[config.mk]
export PLATFORM = sky130hd
export DESIGN_NAME = crc16_packet_generator
export DESIGN_NICKNAME = d
export VERILOG_FILES = /design/src/shared/crc16_pkg.sv /design/src/core/byte_lane_picker.sv /design/src/core/crc16_byte_step.sv /design/src/core/crc16_packet_generator.sv
export VERILOG_INCLUDE_DIRS = /design/src /design/src/shared
export SDC_FILE = /design/constraint.sdc
export NUM_CORES = 1
export LEC_CHECK = 0
export ABC_AREA = 1
export BUFFER_PORTS_ARGS = -buffer_cell sky130_fd_sc_hd__buf_2
export CELL_PAD_IN_SITES_DETAIL_PLACEMENT = 1
export CELL_PAD_IN_SITES_GLOBAL_PLACEMENT = 2
export CORE_ASPECT_RATIO = 0.8
export CORE_MARGIN = 4
export CORE_UTILIZATION = 34
export CTS_BUF_LIST = sky130_fd_sc_hd__clkbuf_16
export CTS_CLUSTER_DIAMETER = 30
export CTS_CLUSTER_SIZE = 14
export DETAILED_ROUTE_END_ITERATION = 6
export PLACE_DENSITY = 0.82
export SLEW_MARGIN = 40
export SYNTH_ARGS = -nofsm -noshare
export SYNTH_HDL_FRONTEND = slang
export SYNTH_SLANG_ARGS = --single-unit
[constraint.sdc]
create_clock -name clk -period 5.4 [get_ports clk]
set_clock_uncertainty 0.15 [all_clocks]
set_input_delay 0.27 -clock clk [delete_from_list [all_inputs] [get_ports clk]]
set_output_delay 0.27 -clock clk [all_outputs]
set_load 0.005 [all_outputs]
[src/shared/crc_cfg.svh]
`ifndef CRC16_PKT_CFG_SVH
`define CRC16_PKT_CFG_SVH

// ==========================================================
// register offsets (byte addresses)
`define CRC_OFS_CONTROL     4'h0
`define CRC_OFS_INPUT_WORD  4'h4
`define CRC_OFS_RESULT      4'h8

// ==========================================================
// control register fields
`define CRC_MODE_BIT        16
`define CRC_LEN_MSB         8
`define CRC_LEN_LSB         0

// ==========================================================
// reset values and arithmetic
`define CRC_CONTROL_RESET   32'h0000_0000
`define CRC_INPUT_RESET     32'h0000_0000
`define CRC_SEED            16'hffff
`define CRC_POLY            16'h1021
`define CRC_BYTES_PER_WORD  3'h4
`define CRC_LAST_LANE       2'h3

`endif

[src/shared/crc16_pkg.sv]
package crc16_pkg;

  // byte order inside an input word
  typedef enum logic {
    MSB_FIRST,
    LSB_FIRST
  } byte_order_type;

  // word engine state
  typedef enum logic {
    ENGINE_IDLE,
    ENGINE_SHIFT
  } engine_state_type;

endpackage

[src/core/byte_lane_picker.sv]
`timescale 1ns/1ns
`default_nettype none

`include "crc_cfg.svh"

module byte_lane_picker
  import crc16_pkg::*;
(
  // word and position
  input  wire logic [31:0]        word,
  input  wire logic [1:0]         step,
  input  wire crc16_pkg::byte_order_type order,
  // selected byte
  output logic      [7:0]         lane_byte
);

  logic [1:0] lane;

  always_comb begin
    if (order == LSB_FIRST) begin
      lane = step;
    end else begin
      lane = `CRC_LAST_LANE - step;
    end
    lane_byte = word[{lane, 3'h0} +: 8];
  end

endmodule

`default_nettype wire

[src/core/crc16_byte_step.sv]
`timescale 1ns/1ns
`default_nettype none

`include "crc_cfg.svh"

module crc16_byte_step (
  // current remainder and new byte
  input  wire logic [15:0] crc_in,
  input  wire logic [7:0]  data_in,
  // remainder after the byte
  output logic      [15:0] crc_out
);

  // msb first, no reflection, no final inversion
  function automatic logic [15:0] step_byte(input logic [15:0] c, input logic [7:0] d);
    logic [15:0] r;
    logic        fb;
    r  = c;
    fb = 1'b0;
    for (int i = 7; i >= 0; i--) begin
      fb = r[15] ^ d[i];
      r  = {r[14:0], 1'b0} ^ (fb ? `CRC_POLY : 16'h0000);
    end
    return r;
  endfunction

  always_comb begin
    crc_out = step_byte(crc_in, data_in);
  end

endmodule

`default_nettype wire

[src/core/crc16_packet_generator.sv]
// Notes on behaviour
// - result is a 16-bit CRC with polynomial x^16+x^12+x^5+1.
// - data arrives as whole 32-bit word writes, four bytes each.
// - control bit 16 picks byte order: 0 high byte first, 1 low byte first.
// - any control write clears the count of processed bytes.
// - writing the length presets the running CRC to 0xffff.
// - any control write discards old state and starts a new calculation.
// - length field bits 8:0 holds bytes minus one, 511 means 512 bytes.
// - CRC stops updating after length plus one bytes are processed.
// - result shows the updated CRC four cycles after each word write.
// - data followed by its own CRC, high byte first, gives result zero.
// - result register is read only, low 16 bits, 0x0000ffff after reset.
// - bytes beyond the programmed length are ignored.
//
// Strobed register access was decided locally.
`timescale 1ns/1ns
`default_nettype none

`include "crc_cfg.svh"

module crc16_packet_generator
  import crc16_pkg::*;
#(
  parameter int ADDR_W = 4
) (
  // clock and reset
  input  wire logic              clk,
  input  wire logic              reset_n,
  // register port
  input  wire logic [ADDR_W-1:0] addr,
  input  wire logic [31:0]       wdata,
  input  wire logic              wr_en,
  input  wire logic              rd_en,
  output logic      [31:0]       rdata_q,
  // status
  output logic                   shift_busy_q
);

  import crc16_pkg::*;

  // ==========================================================
  // address decode
  function automatic logic hit(input logic [ADDR_W-1:0] a, input logic [3:0] ofs);
    return a == ADDR_W'(ofs);
  endfunction

  logic wr_ctl;
  logic wr_dat;
  logic rd_ctl;
  logic rd_dat;
  logic rd_res;

  always_comb begin
    wr_ctl = 1'b0;
    wr_dat = 1'b0;
    rd_ctl = 1'b0;
    rd_dat = 1'b0;
    rd_res = 1'b0;
    if (hit(addr, `CRC_OFS_CONTROL)) begin
      wr_ctl = wr_en;
      rd_ctl = rd_en;
    end else if (hit(addr, `CRC_OFS_INPUT_WORD)) begin
      wr_dat = wr_en;
      rd_dat = rd_en;
    end else if (hit(addr, `CRC_OFS_RESULT)) begin
      rd_res = rd_en;
    end
  end

  // ==========================================================
  // control register
  byte_order_type order_q;
  logic [8:0]     len_q;

  always_ff @(posedge clk) begin
    if (!reset_n) begin
      order_q <= MSB_FIRST;
      len_q   <= 9'(`CRC_CONTROL_RESET);
    end else if (wr_ctl) begin
      order_q <= byte_order_type'(wdata[`CRC_MODE_BIT]);
      len_q   <= wdata[`CRC_LEN_MSB:`CRC_LEN_LSB];
    end
  end

  // ==========================================================
  // input word register
  logic [31:0] word_q;

  always_ff @(posedge clk) begin
    if (!reset_n) begin
      word_q <= `CRC_INPUT_RESET;
    end else if (wr_dat) begin
      word_q <= wdata;
    end
  end

  // ==========================================================
  // byte engine: one byte per cycle, four cycles per word
  engine_state_type state_q;
  logic [1:0]       step_q;

  always_ff @(posedge clk) begin
    if (!reset_n) begin
      state_q <= ENGINE_IDLE;
      step_q  <= 2'h0;
    end else if (wr_ctl) begin
      state_q <= ENGINE_IDLE;
      step_q  <= 2'h0;
    end else if (wr_dat) begin
      // a word written too early simply restarts the split
      state_q <= ENGINE_SHIFT;
      step_q  <= 2'h0;
    end else begin
      case (state_q)
        ENGINE_IDLE: begin
          step_q <= 2'h0;
        end
        ENGINE_SHIFT: begin
          if (step_q == `CRC_LAST_LANE) begin
            state_q <= ENGINE_IDLE;
            step_q  <= 2'h0;
          end else begin
            step_q <= step_q + 2'h1;
          end
        end
        default: begin
          state_q <= ENGINE_IDLE;
        end
      endcase
    end
  end

  logic shifting;
  assign shifting = (state_q == ENGINE_SHIFT);

  always_ff @(posedge clk) begin
    if (!reset_n) begin
      shift_busy_q <= 1'b0;
    end else if (wr_ctl) begin
      shift_busy_q <= 1'b0;
    end else if (wr_dat) begin
      shift_busy_q <= 1'b1;
    end else if (shifting && step_q == `CRC_LAST_LANE) begin
      shift_busy_q <= 1'b0;
    end
  end

  // ==========================================================
  // byte selection and remainder update
  logic [7:0]  cur_byte;
  logic [15:0] next_crc;
  logic [15:0] crc_q;
  logic [9:0]  count_q;
  logic        in_packet;

  byte_lane_picker u_picker (
    .word      (word_q),
    .step      (step_q),
    .order     (order_q),
    .lane_byte (cur_byte)
  );

  crc16_byte_step u_step (
    .crc_in  (crc_q),
    .data_in (cur_byte),
    .crc_out (next_crc)
  );

  // count is 10 bits so 512 processed bytes still compare above 511
  assign in_packet = (count_q <= {1'b0, len_q});

  always_ff @(posedge clk) begin
    if (!reset_n) begin
      count_q <= 10'h000;
    end else if (wr_ctl) begin
      count_q <= 10'h000;
    end else if (shifting && in_packet) begin
      count_q <= count_q + 10'h001;
    end
  end

  always_ff @(posedge clk) begin
    if (!reset_n) begin
      crc_q <= `CRC_SEED;
    end else if (wr_ctl) begin
      crc_q <= `CRC_SEED;
    end else if (shifting && in_packet) begin
      crc_q <= next_crc;
    end
  end

  // ==========================================================
  // read data, valid only in the cycle after the strobe
  // read only result
  always_ff @(posedge clk) begin
    if (!reset_n) begin
      rdata_q <= 32'h0000_0000;
    end else if (rd_ctl) begin
      rdata_q <= {15'h0, order_q, 7'h00, len_q};
    end else if (rd_dat) begin
      rdata_q <= word_q;
    end else if (rd_res) begin
      rdata_q <= {16'h0000, crc_q};
    end else begin
      rdata_q <= 32'h0000_0000;
    end
  end

  // ==========================================================
  // assertions

  AST_SEED_AFTER_CONTROL: assert property (@(posedge clk) disable iff (!reset_n)
    wr_ctl |=> crc_q == `CRC_SEED)
    else $error("crc not preset after control write");

  AST_COUNT_CLEARED: assert property (@(posedge clk) disable iff (!reset_n)
    wr_ctl |=> count_q == 10'h000 && !shift_busy_q)
    else $error("byte count not cleared by control write");

  AST_WORD_FOUR_CYCLES: assert property (@(posedge clk) disable iff (!reset_n)
    (wr_dat && !wr_ctl) ##1 (!wr_en [*4]) |-> shifting && step_q == 2'h3 ##1 (!shifting && !shift_busy_q))
    else $error("word not finished in four cycles");

  AST_BUSY_SPAN: assert property (@(posedge clk) disable iff (!reset_n)
    (wr_dat && !wr_ctl) ##1 (!wr_en [*3]) |-> shift_busy_q && step_q == 2'h2)
    else $error("word engine left early");

  AST_STOP_AT_LENGTH: assert property (@(posedge clk) disable iff (!reset_n)
    (count_q > {1'b0, len_q} && !wr_ctl) |=> $stable(crc_q) && $stable(count_q))
    else $error("crc moved after packet end");

  AST_COUNT_BOUND: assert property (@(posedge clk) disable iff (!reset_n)
    count_q <= {1'b0, len_q} + 10'h001)
    else $error("byte count beyond length plus one");

  AST_RESET_VALUE: assert property (@(posedge clk)
    !reset_n |=> crc_q == `CRC_SEED && rdata_q == 32'h0000_0000)
    else $error("result not 0xffff after reset");

  AST_RESULT_READ: assert property (@(posedge clk) disable iff (!reset_n)
    rd_res |=> rdata_q == {16'h0000, $past(crc_q)})
    else $error("result read mismatch");

  AST_READ_ONE_CYCLE: assert property (@(posedge clk) disable iff (!reset_n)
    !rd_en |=> rdata_q == 32'h0000_0000)
    else $error("read data outside its cycle");

  AST_MSB_ORDER: assert property (@(posedge clk) disable iff (!reset_n)
    shifting && step_q == 2'h0 && order_q == MSB_FIRST |-> cur_byte == word_q[31:24])
    else $error("msb first order wrong");

  AST_LSB_ORDER: assert property (@(posedge clk) disable iff (!reset_n)
    shifting && step_q == 2'h1 && order_q == LSB_FIRST |-> cur_byte == word_q[15:8])
    else $error("lsb first order wrong");

  AST_ZERO_BYTE_FROM_SEED: assert property (@(posedge clk) disable iff (!reset_n)
    shifting && in_packet && !wr_ctl && crc_q == 16'hffff && cur_byte == 8'h00 |=> crc_q == 16'he1f0)
    else $error("byte step does not match polynomial");

  AST_MSB_LAST: assert property (@(posedge clk) disable iff (!reset_n)
    shifting && step_q == 2'h3 && order_q == MSB_FIRST |-> cur_byte == word_q[7:0])
    else $error("msb first last byte wrong");

  AST_LSB_LAST: assert property (@(posedge clk) disable iff (!reset_n)
    shifting && step_q == 2'h3 && order_q == LSB_FIRST |-> cur_byte == word_q[31:24])
    else $error("lsb first last byte wrong");

  AST_CONTROL_CAPTURE: assert property (@(posedge clk) disable iff (!reset_n)
    wr_ctl |=> order_q == byte_order_type'($past(wdata[`CRC_MODE_BIT]))
      && len_q == $past(wdata[`CRC_LEN_MSB:`CRC_LEN_LSB]))
    else $error("control fields not captured");

  AST_CONTROL_READ: assert property (@(posedge clk) disable iff (!reset_n)
    rd_ctl |=> rdata_q == {15'h0, $past(order_q), 7'h00, $past(len_q)})
    else $error("control read mismatch");

  AST_RESULT_WRITE_IGNORED: assert property (@(posedge clk) disable iff (!reset_n)
    wr_en && hit(addr, `CRC_OFS_RESULT) && !shifting |=> $stable(crc_q) && $stable(count_q))
    else $error("write to result changed state");

  AST_IDLE_HOLDS: assert property (@(posedge clk) disable iff (!reset_n)
    !shifting && !wr_ctl |=> $stable(crc_q))
    else $error("crc moved while engine idle");

  AST_BUSY_TRACKS_ENGINE: assert property (@(posedge clk) disable iff (!reset_n)
    shift_busy_q == shifting)
    else $error("busy flag out of step with engine");

  AST_COUNT_STEP: assert property (@(posedge clk) disable iff (!reset_n)
    shifting && in_packet && !wr_ctl |=> count_q == $past(count_q) + 10'h001)
    else $error("byte count did not advance");

  // ==========================================================
  // coverage

  COV_FULL_PACKET: cover property (@(posedge clk) disable iff (!reset_n)
    count_q == {1'b0, len_q} + 10'h001);

  COV_ZERO_RESIDUE: cover property (@(posedge clk) disable iff (!reset_n)
    count_q == {1'b0, len_q} + 10'h001 && crc_q == 16'h0000);

  COV_LSB_WORD: cover property (@(posedge clk) disable iff (!reset_n)
    shifting && order_q == LSB_FIRST && step_q == 2'h3);

  COV_RESTART_MID_WORD: cover property (@(posedge clk) disable iff (!reset_n)
    shifting && wr_ctl);

  COV_MAX_PACKET: cover property (@(posedge clk) disable iff (!reset_n)
    len_q == 9'h1ff && count_q == 10'h200);

endmodule

`default_nettype wire

Word-level counts from Yosys, hierarchy flattened
Index checks and enable logic that the tools add are counted.
{"block": "word_totals", "in_bits": 40, "rom_bits": 0, "reg_bits": 104, "mem_count": 0, "ram_bits": 0, "word_cells": 71, "latch_bits": 0}
{"block": "classes", "magnitude_cmp": 1, "n_shift": 1, "n_addsub": 3, "n_mux": 28, "bitwise_logic": 18, "n_eq_ne": 3, "multipliers": 0, "div": 0, "reduce_logical": 7}
{"op": "16-bit bitwise XOR", "count": 8}
{"op": "13-bit 2-to-1 mux", "count": 8}
{"op": "32-bit 2-to-1 mux", "count": 1}
{"op": "32-bit by 6-bit variable part select with 8-bit output", "count": 1}
{"op": "17-bit 2-to-1 mux", "count": 1}
{"op": "16-bit 2-to-1 mux", "count": 1}
{"op": "1-bit 2-to-1 mux", "count": 14}
{"op": "10-bit by 1-bit adder with 10-bit output (second input constant)", "count": 1}
{"op": "10-bit by 9-bit less-or-equal comparator with 1-bit output", "count": 1}
{"op": "1-bit bitwise XOR", "count": 8}
{"op": "4-bit by 3-bit equality test with 1-bit output (second input constant)", "count": 1}
{"op": "4-bit equality test (second input constant)", "count": 1}
{"op": "4-bit zero test", "count": 1}
{"op": "2-bit 2-to-1 mux", "count": 2}
{"op": "2-bit one-hot mux with 2 select lines", "count": 1}
{"op": "2-bit OR reduction", "count": 2}
{"op": "3-bit OR reduction", "count": 1}
{"op": "2-bit by 1-bit adder with 2-bit output (second input constant)", "count": 1}
{"op": "2-bit equality test (second input constant)", "count": 1}
{"op": "1-bit logical AND", "count": 2}
{"op": "1-bit inverter", "count": 2}
{"op": "2-bit nonzero test", "count": 1}
{"op": "2-bit subtractor (first input constant)", "count": 1}

Depth between registers and ports, before layout
Gate-level depths: netlist (run 1).
{"block": "logic_depth", "depth_word": 27, "mapped_depth": 14}

By module
A second synthesis (run 1) with hierarchy kept.
{"block": "hier_totals", "hier_cells": 710, "hier_area_um2": 5071.1}
{"mod": "crc16_packet_generator", "cells_each": 508, "seq_area_each_um2": 2082.0, "n_inst": 1, "area_per_inst_um2": 4141.5}
{"mod": "crc16_byte_step", "cells_each": 108, "seq_area_each_um2": 0.0, "n_inst": 1, "area_per_inst_um2": 470.5}
{"mod": "byte_lane_picker", "cells_each": 94, "seq_area_each_um2": 0.0, "n_inst": 1, "area_per_inst_um2": 459.2}

Least setup slack after synthesis (run 1)
No wires, ideal clock.
{"block": "synth_path", "path_kind": "reg-to-reg", "startpoint": "register order_q", "endpoint": "register crc_q[6]", "setup_ps": 115, "arrival_time_ps": 1554, "n_path_buf": 1, "required_time_ps": 5135, "path_slack_ps": 3581, "synth_period_minus_slack_ps": 1819, "stages_incl_launch_ff": 15, "cell_sequence": "dfxtp_1 inv_2 nand2_1 nand2_1 buf_6 nand2_1 nand3_1 nand2_1 nand2_1 nand2_1 nand2_2 nand2_2 nand2_1 nand3_1 nand2_1"}
{"block": "synth_via", "elab_chain_cells": 12, "word_cells_on_any_way": 15, "cone_classes": "shift (1); mux (4); bitwise (10)"}
{"item": "start: declaration", "line_no": "crc16_packet_generator.sv:72", "source": "byte_order_type order_q;"}
{"item": "start signal: assignment", "line_no": "crc16_packet_generator.sv:80", "source": "order_q <= byte_order_type'(wdata[`CRC_MODE_BIT]);"}
{"item": "2-bit 2-to-1 mux *", "line_no": "byte_lane_picker.sv:20", "source": "if (order == LSB_FIRST) begin"}
{"item": "32-bit by 6-bit variable part select with 8-bit output *", "line_no": "byte_lane_picker.sv:25", "source": "lane_byte = word[{lane, 3'h0} +: 8];"}
{"item": "1-bit bitwise XOR", "line_no": "crc16_byte_step.sv:21", "source": "fb = r[15] ^ d[i];"}
{"item": "13-bit 2-to-1 mux", "line_no": "crc16_byte_step.sv:22", "source": "r = {r[14:0], 1'b0} ^ (fb ? `CRC_POLY : 16'h0000);"}
{"item": "16-bit bitwise XOR (4 in a row)", "line_no": "crc16_byte_step.sv:22"}
{"item": "1-bit bitwise XOR", "line_no": "crc16_byte_step.sv:21"}
{"item": "13-bit 2-to-1 mux", "line_no": "crc16_byte_step.sv:22"}
{"item": "16-bit bitwise XOR * (2 in a row)", "line_no": "crc16_byte_step.sv:22"}
{"item": "end signal: assignment", "line_no": "crc16_packet_generator.sv:184", "source": "crc_q <= `CRC_SEED;"}
{"item": "end signal: assignment", "line_no": "crc16_packet_generator.sv:186", "source": "crc_q <= `CRC_SEED;"}
{"item": "end signal: assignment", "line_no": "crc16_packet_generator.sv:188", "source": "crc_q <= next_crc;"}
{"item": "end: declaration", "line_no": "crc16_packet_generator.sv:152", "source": "logic [15:0] crc_q;"}
Mark *: on every way between the ends. The rest lies on a longest branch, timed or not.
A chain may end at the register's enable or synchronous reset.

Final worst setup path (run 1)
{"block": "layout_path", "startpoint": "input addr[1]", "endpoint": "register word_q[12]"}
{"block": "layout_via", "elab_chain_cells": 3, "word_cells_on_any_way": 4, "cone_classes": "eq/ne (1); mux (2); reduce/logical (1)"}
{"item": "start: declaration", "line_no": "crc16_packet_generator.sv:30", "source": "input wire logic [ADDR_W-1:0] addr,"}
{"item": "4-bit by 3-bit equality test with 1-bit output", "line_no": "crc16_packet_generator.sv:44", "source": "return a == ADDR_W'(ofs);"}
{"item": "1-bit 2-to-1 mux", "line_no": "crc16_packet_generator.sv:62", "source": "end else if (hit(addr, `CRC_OFS_INPUT_WORD)) begin"}
{"item": "1-bit 2-to-1 mux *", "line_no": "crc16_packet_generator.sv:59", "source": "if (hit(addr, `CRC_OFS_CONTROL)) begin"}
{"item": "end signal: assignment", "line_no": "crc16_packet_generator.sv:91", "source": "word_q <= `CRC_INPUT_RESET;"}
{"item": "end signal: assignment", "line_no": "crc16_packet_generator.sv:93", "source": "word_q <= wdata;"}
{"item": "end: declaration", "line_no": "crc16_packet_generator.sv:87", "source": "logic [31:0] word_q;"}
Marked as above.

==> flow_summary.ini, run 1 <==
[power_and_ir_drop]
p_total_mw = 1.58
power-per-cell-area_nw_per_um2 = 287
irDropWorstVdd_v = 0.000146
p_leak_nw = 2.46

[clocking]
cts_max_path_buffers = 2
ctsResizeCount = 0
htreeDepth = 3
cts.sinks = 104
root_buffer = clkbuf_16
cts_tree = yes
cts_inserted_buffers = 9
clk_latency_ps = 350
cts.clk_slew.worst_paths_ps = 70

[global_route]
overflow = 0
grt_pass1_wl_um = 24100
grt_max_degree = 53
grtUsageTotal_pct = 19.2
antenna_found_initial = 0
grt_pass1_vias = 4597

[yosys]
postSynthAreaPerCell_um2 = 7.17
yosys_warnings = 0
yosysTopAreaCell = dfxtp_1
synth_seq_area_share_pct = 44.5
yosysTopAreaCellShare_pct = 44.5
ys_ff_latch = 104
yosys_most_used_dff = dfxtp_1
syn_nets = 704
netlist_instances = 653
synth_area_leaders = dfxtp_1 (44%), nand2_1 (12%), a21oi_1 (8.0%)
synth_area_um2 = 4680
synth-async-reset-ratio_pct = 0
synth-edff-count = 0
yosysUniqueCellTypes = 30

[worst_setup_path]
critPathMostFrequentCell = nor2_1
crit_chain = buf_2, nor2_1, nand3_1, nor2_1, clkinv_1, buf_4, o21ai_0, a21oi_1
slowest_stage = nor2_1
end_kind = flop
critPathRequiredTime_ps = 5480
cp_top_family = buffers and inverters
critPathBufInv = 3
cp_max_fo = 45
critical_path.max_stage_delay_ps = 620
start_kind = input port
worstPathArrival_ps = 2690
path_class = in2reg

[floorplan]
dieWidth_um = 139
ios = 73
start_util_pct = 34.7
die_h_um = 113
row_count = 38
dieArea_um2 = 15700
core_area_um2 = 13500

[finish]
n_antenna_cell = 0
nNetsFinal = 769
syn_to_final_growth_pct = 17.5
final_core_util_pct = 40.7
seqCellArea_um2 = 2080
multiInputGateArea_um2 = 2170
drive_gt1_share_pct = 14.7
layout_commonest_cell = nand2_1
final_cell_area_um2 = 5500
fillers = 1766
mostFrequentLayoutCells = nand2_1 (154), dfxtp_1 (104), inv_1 (76)

[sta]
final-hold-violation-count = 0
finalMaxSlewViolations = 0
period_share_pct = 48.3
max_freq_mhz = 383
setup_ws_ps = 2790
tightest_slew_ps = 793
rsz0062_at_grt = false
setup_tns_ps = 0
slew_headroom_pct = 47.0
setup_viol_count_final = 0
period_needed_ps = 2610

[drt]
via_per_inst = 4.96
routedWlPerCell_um = 16.3
ant_nets = 0
vias = 4477
drc_errors = 0
drt-initial-drc-count = 323
routed_wl_um = 14700
drtPass1Iterations = 4

[place]
portBuffers = 72
gp_congestion = 0.814
place_area_um2 = 5170
place_ws_ps = 2480
hpwl_um = 11000

[worst_hold_path]
hold_class = in2reg

[run]
maxCapViolations = 0

[status]
status = complete, no violations
[per-stage QoR]
stage | hold slack [ps] | cells
floorplan | 255 | 653
finish | 7.68 | 903
global route | 38.3 | 903
detailed placement | 301 | 884
global placement | 300 | 884
CTS | 6.13 | 902
[power by group]
| group | switching, mW | internal [mW] | total (mW) |
|---|---|---|---|
| Combinational | 0.0810 | 0.0428 | 0.124 |
| Sequential | 0.00960 | 0.779 | 0.788 |
| Clock | 0.306 | 0.361 | 0.667 |
| Total | 0.397 | 1.18 | 1.58 |
[worst register-to-register path: cells and delay by family, from the launching register on]
family | cells | cell delay (ps)
and+or+nand+nor | 6 | 620
buffers and inverters | 3 | 890
adders and majority gates | 1 | 280
DFF | 1 | 380
AOI/OAI and AO/OA | 1 | 170
[path summary, 6_finish.rpt]
path | startpoint | to | slack [ps] | cells past startpoint
setup / recovery | addr[1] | word_q[12] | 2790 | 8
hold / removal | wdata[14] | word_q[14] | 8 | 3
hold reg to reg | word_q[21] | rdata_q[21] | 310 | 2
setup reg to reg | count_q[0] | count_q[9] | 2830 | 11
[cell type report]
type / instances / share of cell area, %
flip-flops and latches: 104 / 37.9
repair buffers: 80 / 7.79
clock inverters: 7 / 1.27
clock buffers: 9 / 4.10
well taps: 180 / 4.10
inverters: 78 / 5.33
multi-input cells: 445 / 39.5
[what timing repair did]
| item | 4_1_cts | 5_1_grt |
|---|---|---|
| hold endpoints to repair | 2 | 0 |
| buffers inserted | 0 | 0 |
| endpoints found under the setup margin | 0 | 0 |
| hold buffers | 2 | 0 |
[kinds of logic after synthesis]
family | after synthesis | share of synthesized area [%]
AO/OA/AOI/OAI | 139 | 15.8
buffers and inverters | 104 | 9.06
AND/OR/NAND/NOR | 289 | 26.2
XOR/XNOR | 6 | 1.44
adder cells (fa/ha/maj) | 11 | 2.94
flip-flops | 104 | 44.5
[flip-flops by register name, summed over array words and instances, names as in the netlist]
name and cells:
len_q 9, shift_busy_q 1, crc_q 16, rdata_q 32, order_q 1, count_q 10
shifting 1, word_q 32, step_q 2
[cells in the mapped netlist, types with 3 or more instances]
library cell,count
inv_1,75
xor2_1,3
o32ai_1,4
dfxtp_1,104
a21oi_1,75
ha_1,11
nor2_1,46
nand3_1,72
o21ai_0,49
o221ai_1,6
buf_6,3
nand2_1,154
nand2_2,6
clkbuf_1,22
[layer usage]
metal  share of wire, %  GRT usage (%)  up-vias
met4               0.66           4.04        0
met2                 44           29.4       89
met5                  0              0        -
li1                   -              -     2257
met1                 49           27.2     2125
met3                6.0           5.07        6
No activity file was read; power rests on OpenSTA's default activity.
==> run 2, diff against run 1 <==
--- a/config.mk
+++ b/config.mk
@@ -6,18 +6,18 @@
 export SDC_FILE = /design/constraint.sdc
 export NUM_CORES = 1
 export LEC_CHECK = 0
-export ABC_AREA = 1
+export ABC_AREA = 0
 export BUFFER_PORTS_ARGS = -buffer_cell sky130_fd_sc_hd__buf_2
 export CELL_PAD_IN_SITES_DETAIL_PLACEMENT = 1
 export CELL_PAD_IN_SITES_GLOBAL_PLACEMENT = 2
 export CORE_ASPECT_RATIO = 0.8
 export CORE_MARGIN = 4
-export CORE_UTILIZATION = 34
+export CORE_UTILIZATION = 32
 export CTS_BUF_LIST = sky130_fd_sc_hd__clkbuf_16
 export CTS_CLUSTER_DIAMETER = 30
 export CTS_CLUSTER_SIZE = 14
 export DETAILED_ROUTE_END_ITERATION = 6
-export PLACE_DENSITY = 0.82
+export PLACE_DENSITY = 0.74
 export SLEW_MARGIN = 40
 export SYNTH_ARGS = -nofsm -noshare
 export SYNTH_HDL_FRONTEND = slang
==> constraint.sdc (replaced) <==
create_clock -name clk -period 2.3 [get_ports clk]
set_clock_uncertainty 0.15 [all_clocks]
set_input_delay 0.115 -clock clk [delete_from_list [all_inputs] [get_ports clk]]
set_output_delay 0.115 -clock clk [all_outputs]
set_load 0.005 [all_outputs]
==> run 2 against run 1 <==
Net effect: the flow now finishes with violations (setup timing); first-iteration DRC count decreased by 13%; combinational power increased to 2.7 times the previous value; design area increased by 23%; register-to-register slack got worse by 3000 ps; hold slack improved by 110 ps; global-route usage increased by 0.68 points; largest cell class unchanged; largest power group unchanged.
==> flow_summary.ini, run 2 <==
[clocking]
cts_tree = yes
cts.sinks = 104
cts_max_path_buffers = 2
cts_inserted_buffers = 9
root_buffer = clkbuf_16
clk_latency_ps = 360
cts.clk_slew.worst_paths_ps = 70
htreeDepth = 3

[power_and_ir_drop]
pwr-share-seq_pct = 50.0
p_clk_share_pct = 40.8
netSwitchingFraction_pct = 23.4
p_leak_nw = 2.77
p_switching_uw = 865
irDropWorstVdd_v = 0.000343
combinationalPowerShare_pct = 9.2
p_int_mw = 2.84
power-per-cell-area_nw_per_um2 = 549
p_total_mw = 3.70

[finish]
drive_gt1_share_pct = 34.9
nNetsFinal = 703
layout_commonest_cell = nand2_1
syn_to_final_growth_pct = 42.1
mostFrequentLayoutCells = nand2_1 (91), dfxtp_1 (86), buf_2 (72)
n_antenna_cell = 0
final-instance-count-excl-fill = 840
top_regs = rdata_q: 32 flops, word_q: 32 flops, crc_q: 16 flops

[drt]
routed_wl_um = 15900
via_per_inst = 4.93
drc_errors = 0
drt-initial-drc-count = 281
ant_nets = 0
routedWlPerCell_um = 19.0
drtPass1Iterations = 4
vias = 4145

[status]
status = finished, violations left
violations = setup timing

[yosys]
synth-edff-count = 0
yosysTopAreaCell = dfxtp_1
synth_area_um2 = 4740
synth_seq_area_share_pct = 43.9
yosysUniqueCellTypes = 50
yosys_most_used_dff = dfxtp_1
syn_nets = 547
yosysTopAreaCellShare_pct = 43.9
synth.most_common_cell = dfxtp_1
synthTopCellsByCount = dfxtp_1 (104), nand2_1 (91), a21boi_0 (34), clkbuf_1 (27)
netlist_instances = 496
synth-async-reset-ratio_pct = 0
synth_area_leaders = dfxtp_1 (44%), nand2_1 (7.2%), a21boi_0 (5.4%)
yosys_warnings = 0
ys_ff_latch = 104
postSynthAreaPerCell_um2 = 9.56

[sta]
final-hold-violation-count = 0
setup_tns_ps = -451
slew_headroom_pct = 69.9
setup_viol_count_final = 7
tightest_slew_ps = 448
rsz0062_at_grt = true
finalMaxSlewViolations = 0
period_share_pct = 106
setup_ws_ps = -138
period_needed_ps = 2440
max_freq_mhz = 410

[floorplan]
start_util_pct = 32.9
die_h_um = 117
ios = 73
dieArea_um2 = 16800
row_count = 39
dieWidth_um = 144
core_area_um2 = 14400

[worst_setup_path]
end_kind = flop
setup.worst_path.end = crc_q[7]
r2r-start = order_q
path_class = reg2reg
worstPathArrival_ps = 2530
cp_max_fo = 5
reg2regPathDepth = 7
start_kind = flop
crit_start = order_q
r2r_slack_ps = -140
critPathRequiredTime_ps = 2390
rr_endpoint = crc_q[7]

[worst_hold_path]
hold_start = reset_n
hold_class = in2reg

[run]
maxCapViolations = 0

[global_route]
overflow = 0
grt_pass1_wl_um = 25300
grt_max_degree = 38
grt_pass1_vias = 4501
antenna_found_initial = 0
grtUsageTotal_pct = 19.8

[place]
gp_congestion = 0.851
portBuffers = 72
dp.cells = 781
hpwl_um = 11400
[run 2: critical path: stages (launching register included)]
cell	delay [ps]
dfxtp_2	350
xnor2_4	190
buf_12	140
mux4_2	520
xor2_2	170
xnor3_1	250
or4_1	410
o311a_1	140
[run 2: cells by family (layout without fill, tap and decap cells)]
kind of cell,after synthesis,count (layout),synth area share [%]
mux,25,25,6.71
flops,104,104,43.9
compound gates,106,106,16.6
xor+xnor,28,28,8.13
simple gates,180,181,18.2
fa+ha+maj,11,11,2.90
buf+inv,42,201,3.51
[run 2: stage by stage]
| step | cell area (um^2) | utilization (%) | hold slack, ps | setup WS, ps |
|---|---|---|---|---|
| 4_1_cts | 6550 | 45.5 | 108 | -147 |
| 3_5_place_dp | 5690 | 39.5 | 228 | -345 |
| 2_1_floorplan | 4790 | - | 110 | -177 |
| 3_3_place_gp | 5690 | 39.5 | 220 | -276 |
| 5_1_grt | 6740 | 46.8 | 132 | -235 |
| 6_report | 6740 | 46.8 | 122 | -138 |
[run 2: routing by layer]
| metal | GRT usage (%) | vias to the layer above | wire [um] |
|---|---|---|---|
| li1 | - | 2037 | - |
| met1 | 26.7 | 2031 | 7680 |
| met2 | 32.9 | 66 | 7510 |
| met3 | 4.02 | 11 | 584 |
| met4 | 4.96 | 0 | 163 |
| met5 | 0 | - | 0 |
[run 2: final cells by class]
| type | instances | area (um^2) |
|---|---|---|
| fillers | 1629 | 7660 |
| multi-input cells | 351 | 2830 |
| flip-flops and latches | 104 | 2110 |
| repair buffers | 175 | 1250 |
| well taps | 184 | 230 |
| clock buffers | 9 | 225 |
| clock inverters | 6 | 52.6 |
| inverters | 11 | 41.3 |
[run 2: what timing repair did]
| action | CTS | global route |
|---|---|---|
| gates resized for setup | 39 | 41 |
| cloned | 0 | 1 |
| hold buffers | 32 | 0 |
| setup endpoints to repair | 23 | 24 |
| hold endpoints to repair | 42 | 0 |
| pin swaps | 11 | 20 |
| buffers inserted | 9 | 2 |
[run 2: worst min-delay path by stage]
| stage | end | slack, ps | cells after the start |
|---|---|---|---|
| 3_3_place_gp | word_q[17] | 220 | 3 |
| 6_report | len_q[7] | 120 | 3 |
| 5_1_grt | word_q[0] | 130 | 3 |
| 4_1_cts | len_q[7] | 110 | 3 |
| 2_1_floorplan | word_q[18] | 110 | 2 |
| 3_5_place_dp | word_q[12] | 230 | 3 |
[run 2: power by group through the flow]
stage	Combinational [mW]	Sequential, mW	Clock (mW)
detailed placement	0.269	1.89	0
CTS	0.328	1.85	1.54
global placement	0.259	1.89	0
finish	0.340	1.85	1.51
floorplan	0.151	1.88	0
global route	0.371	1.85	1.62
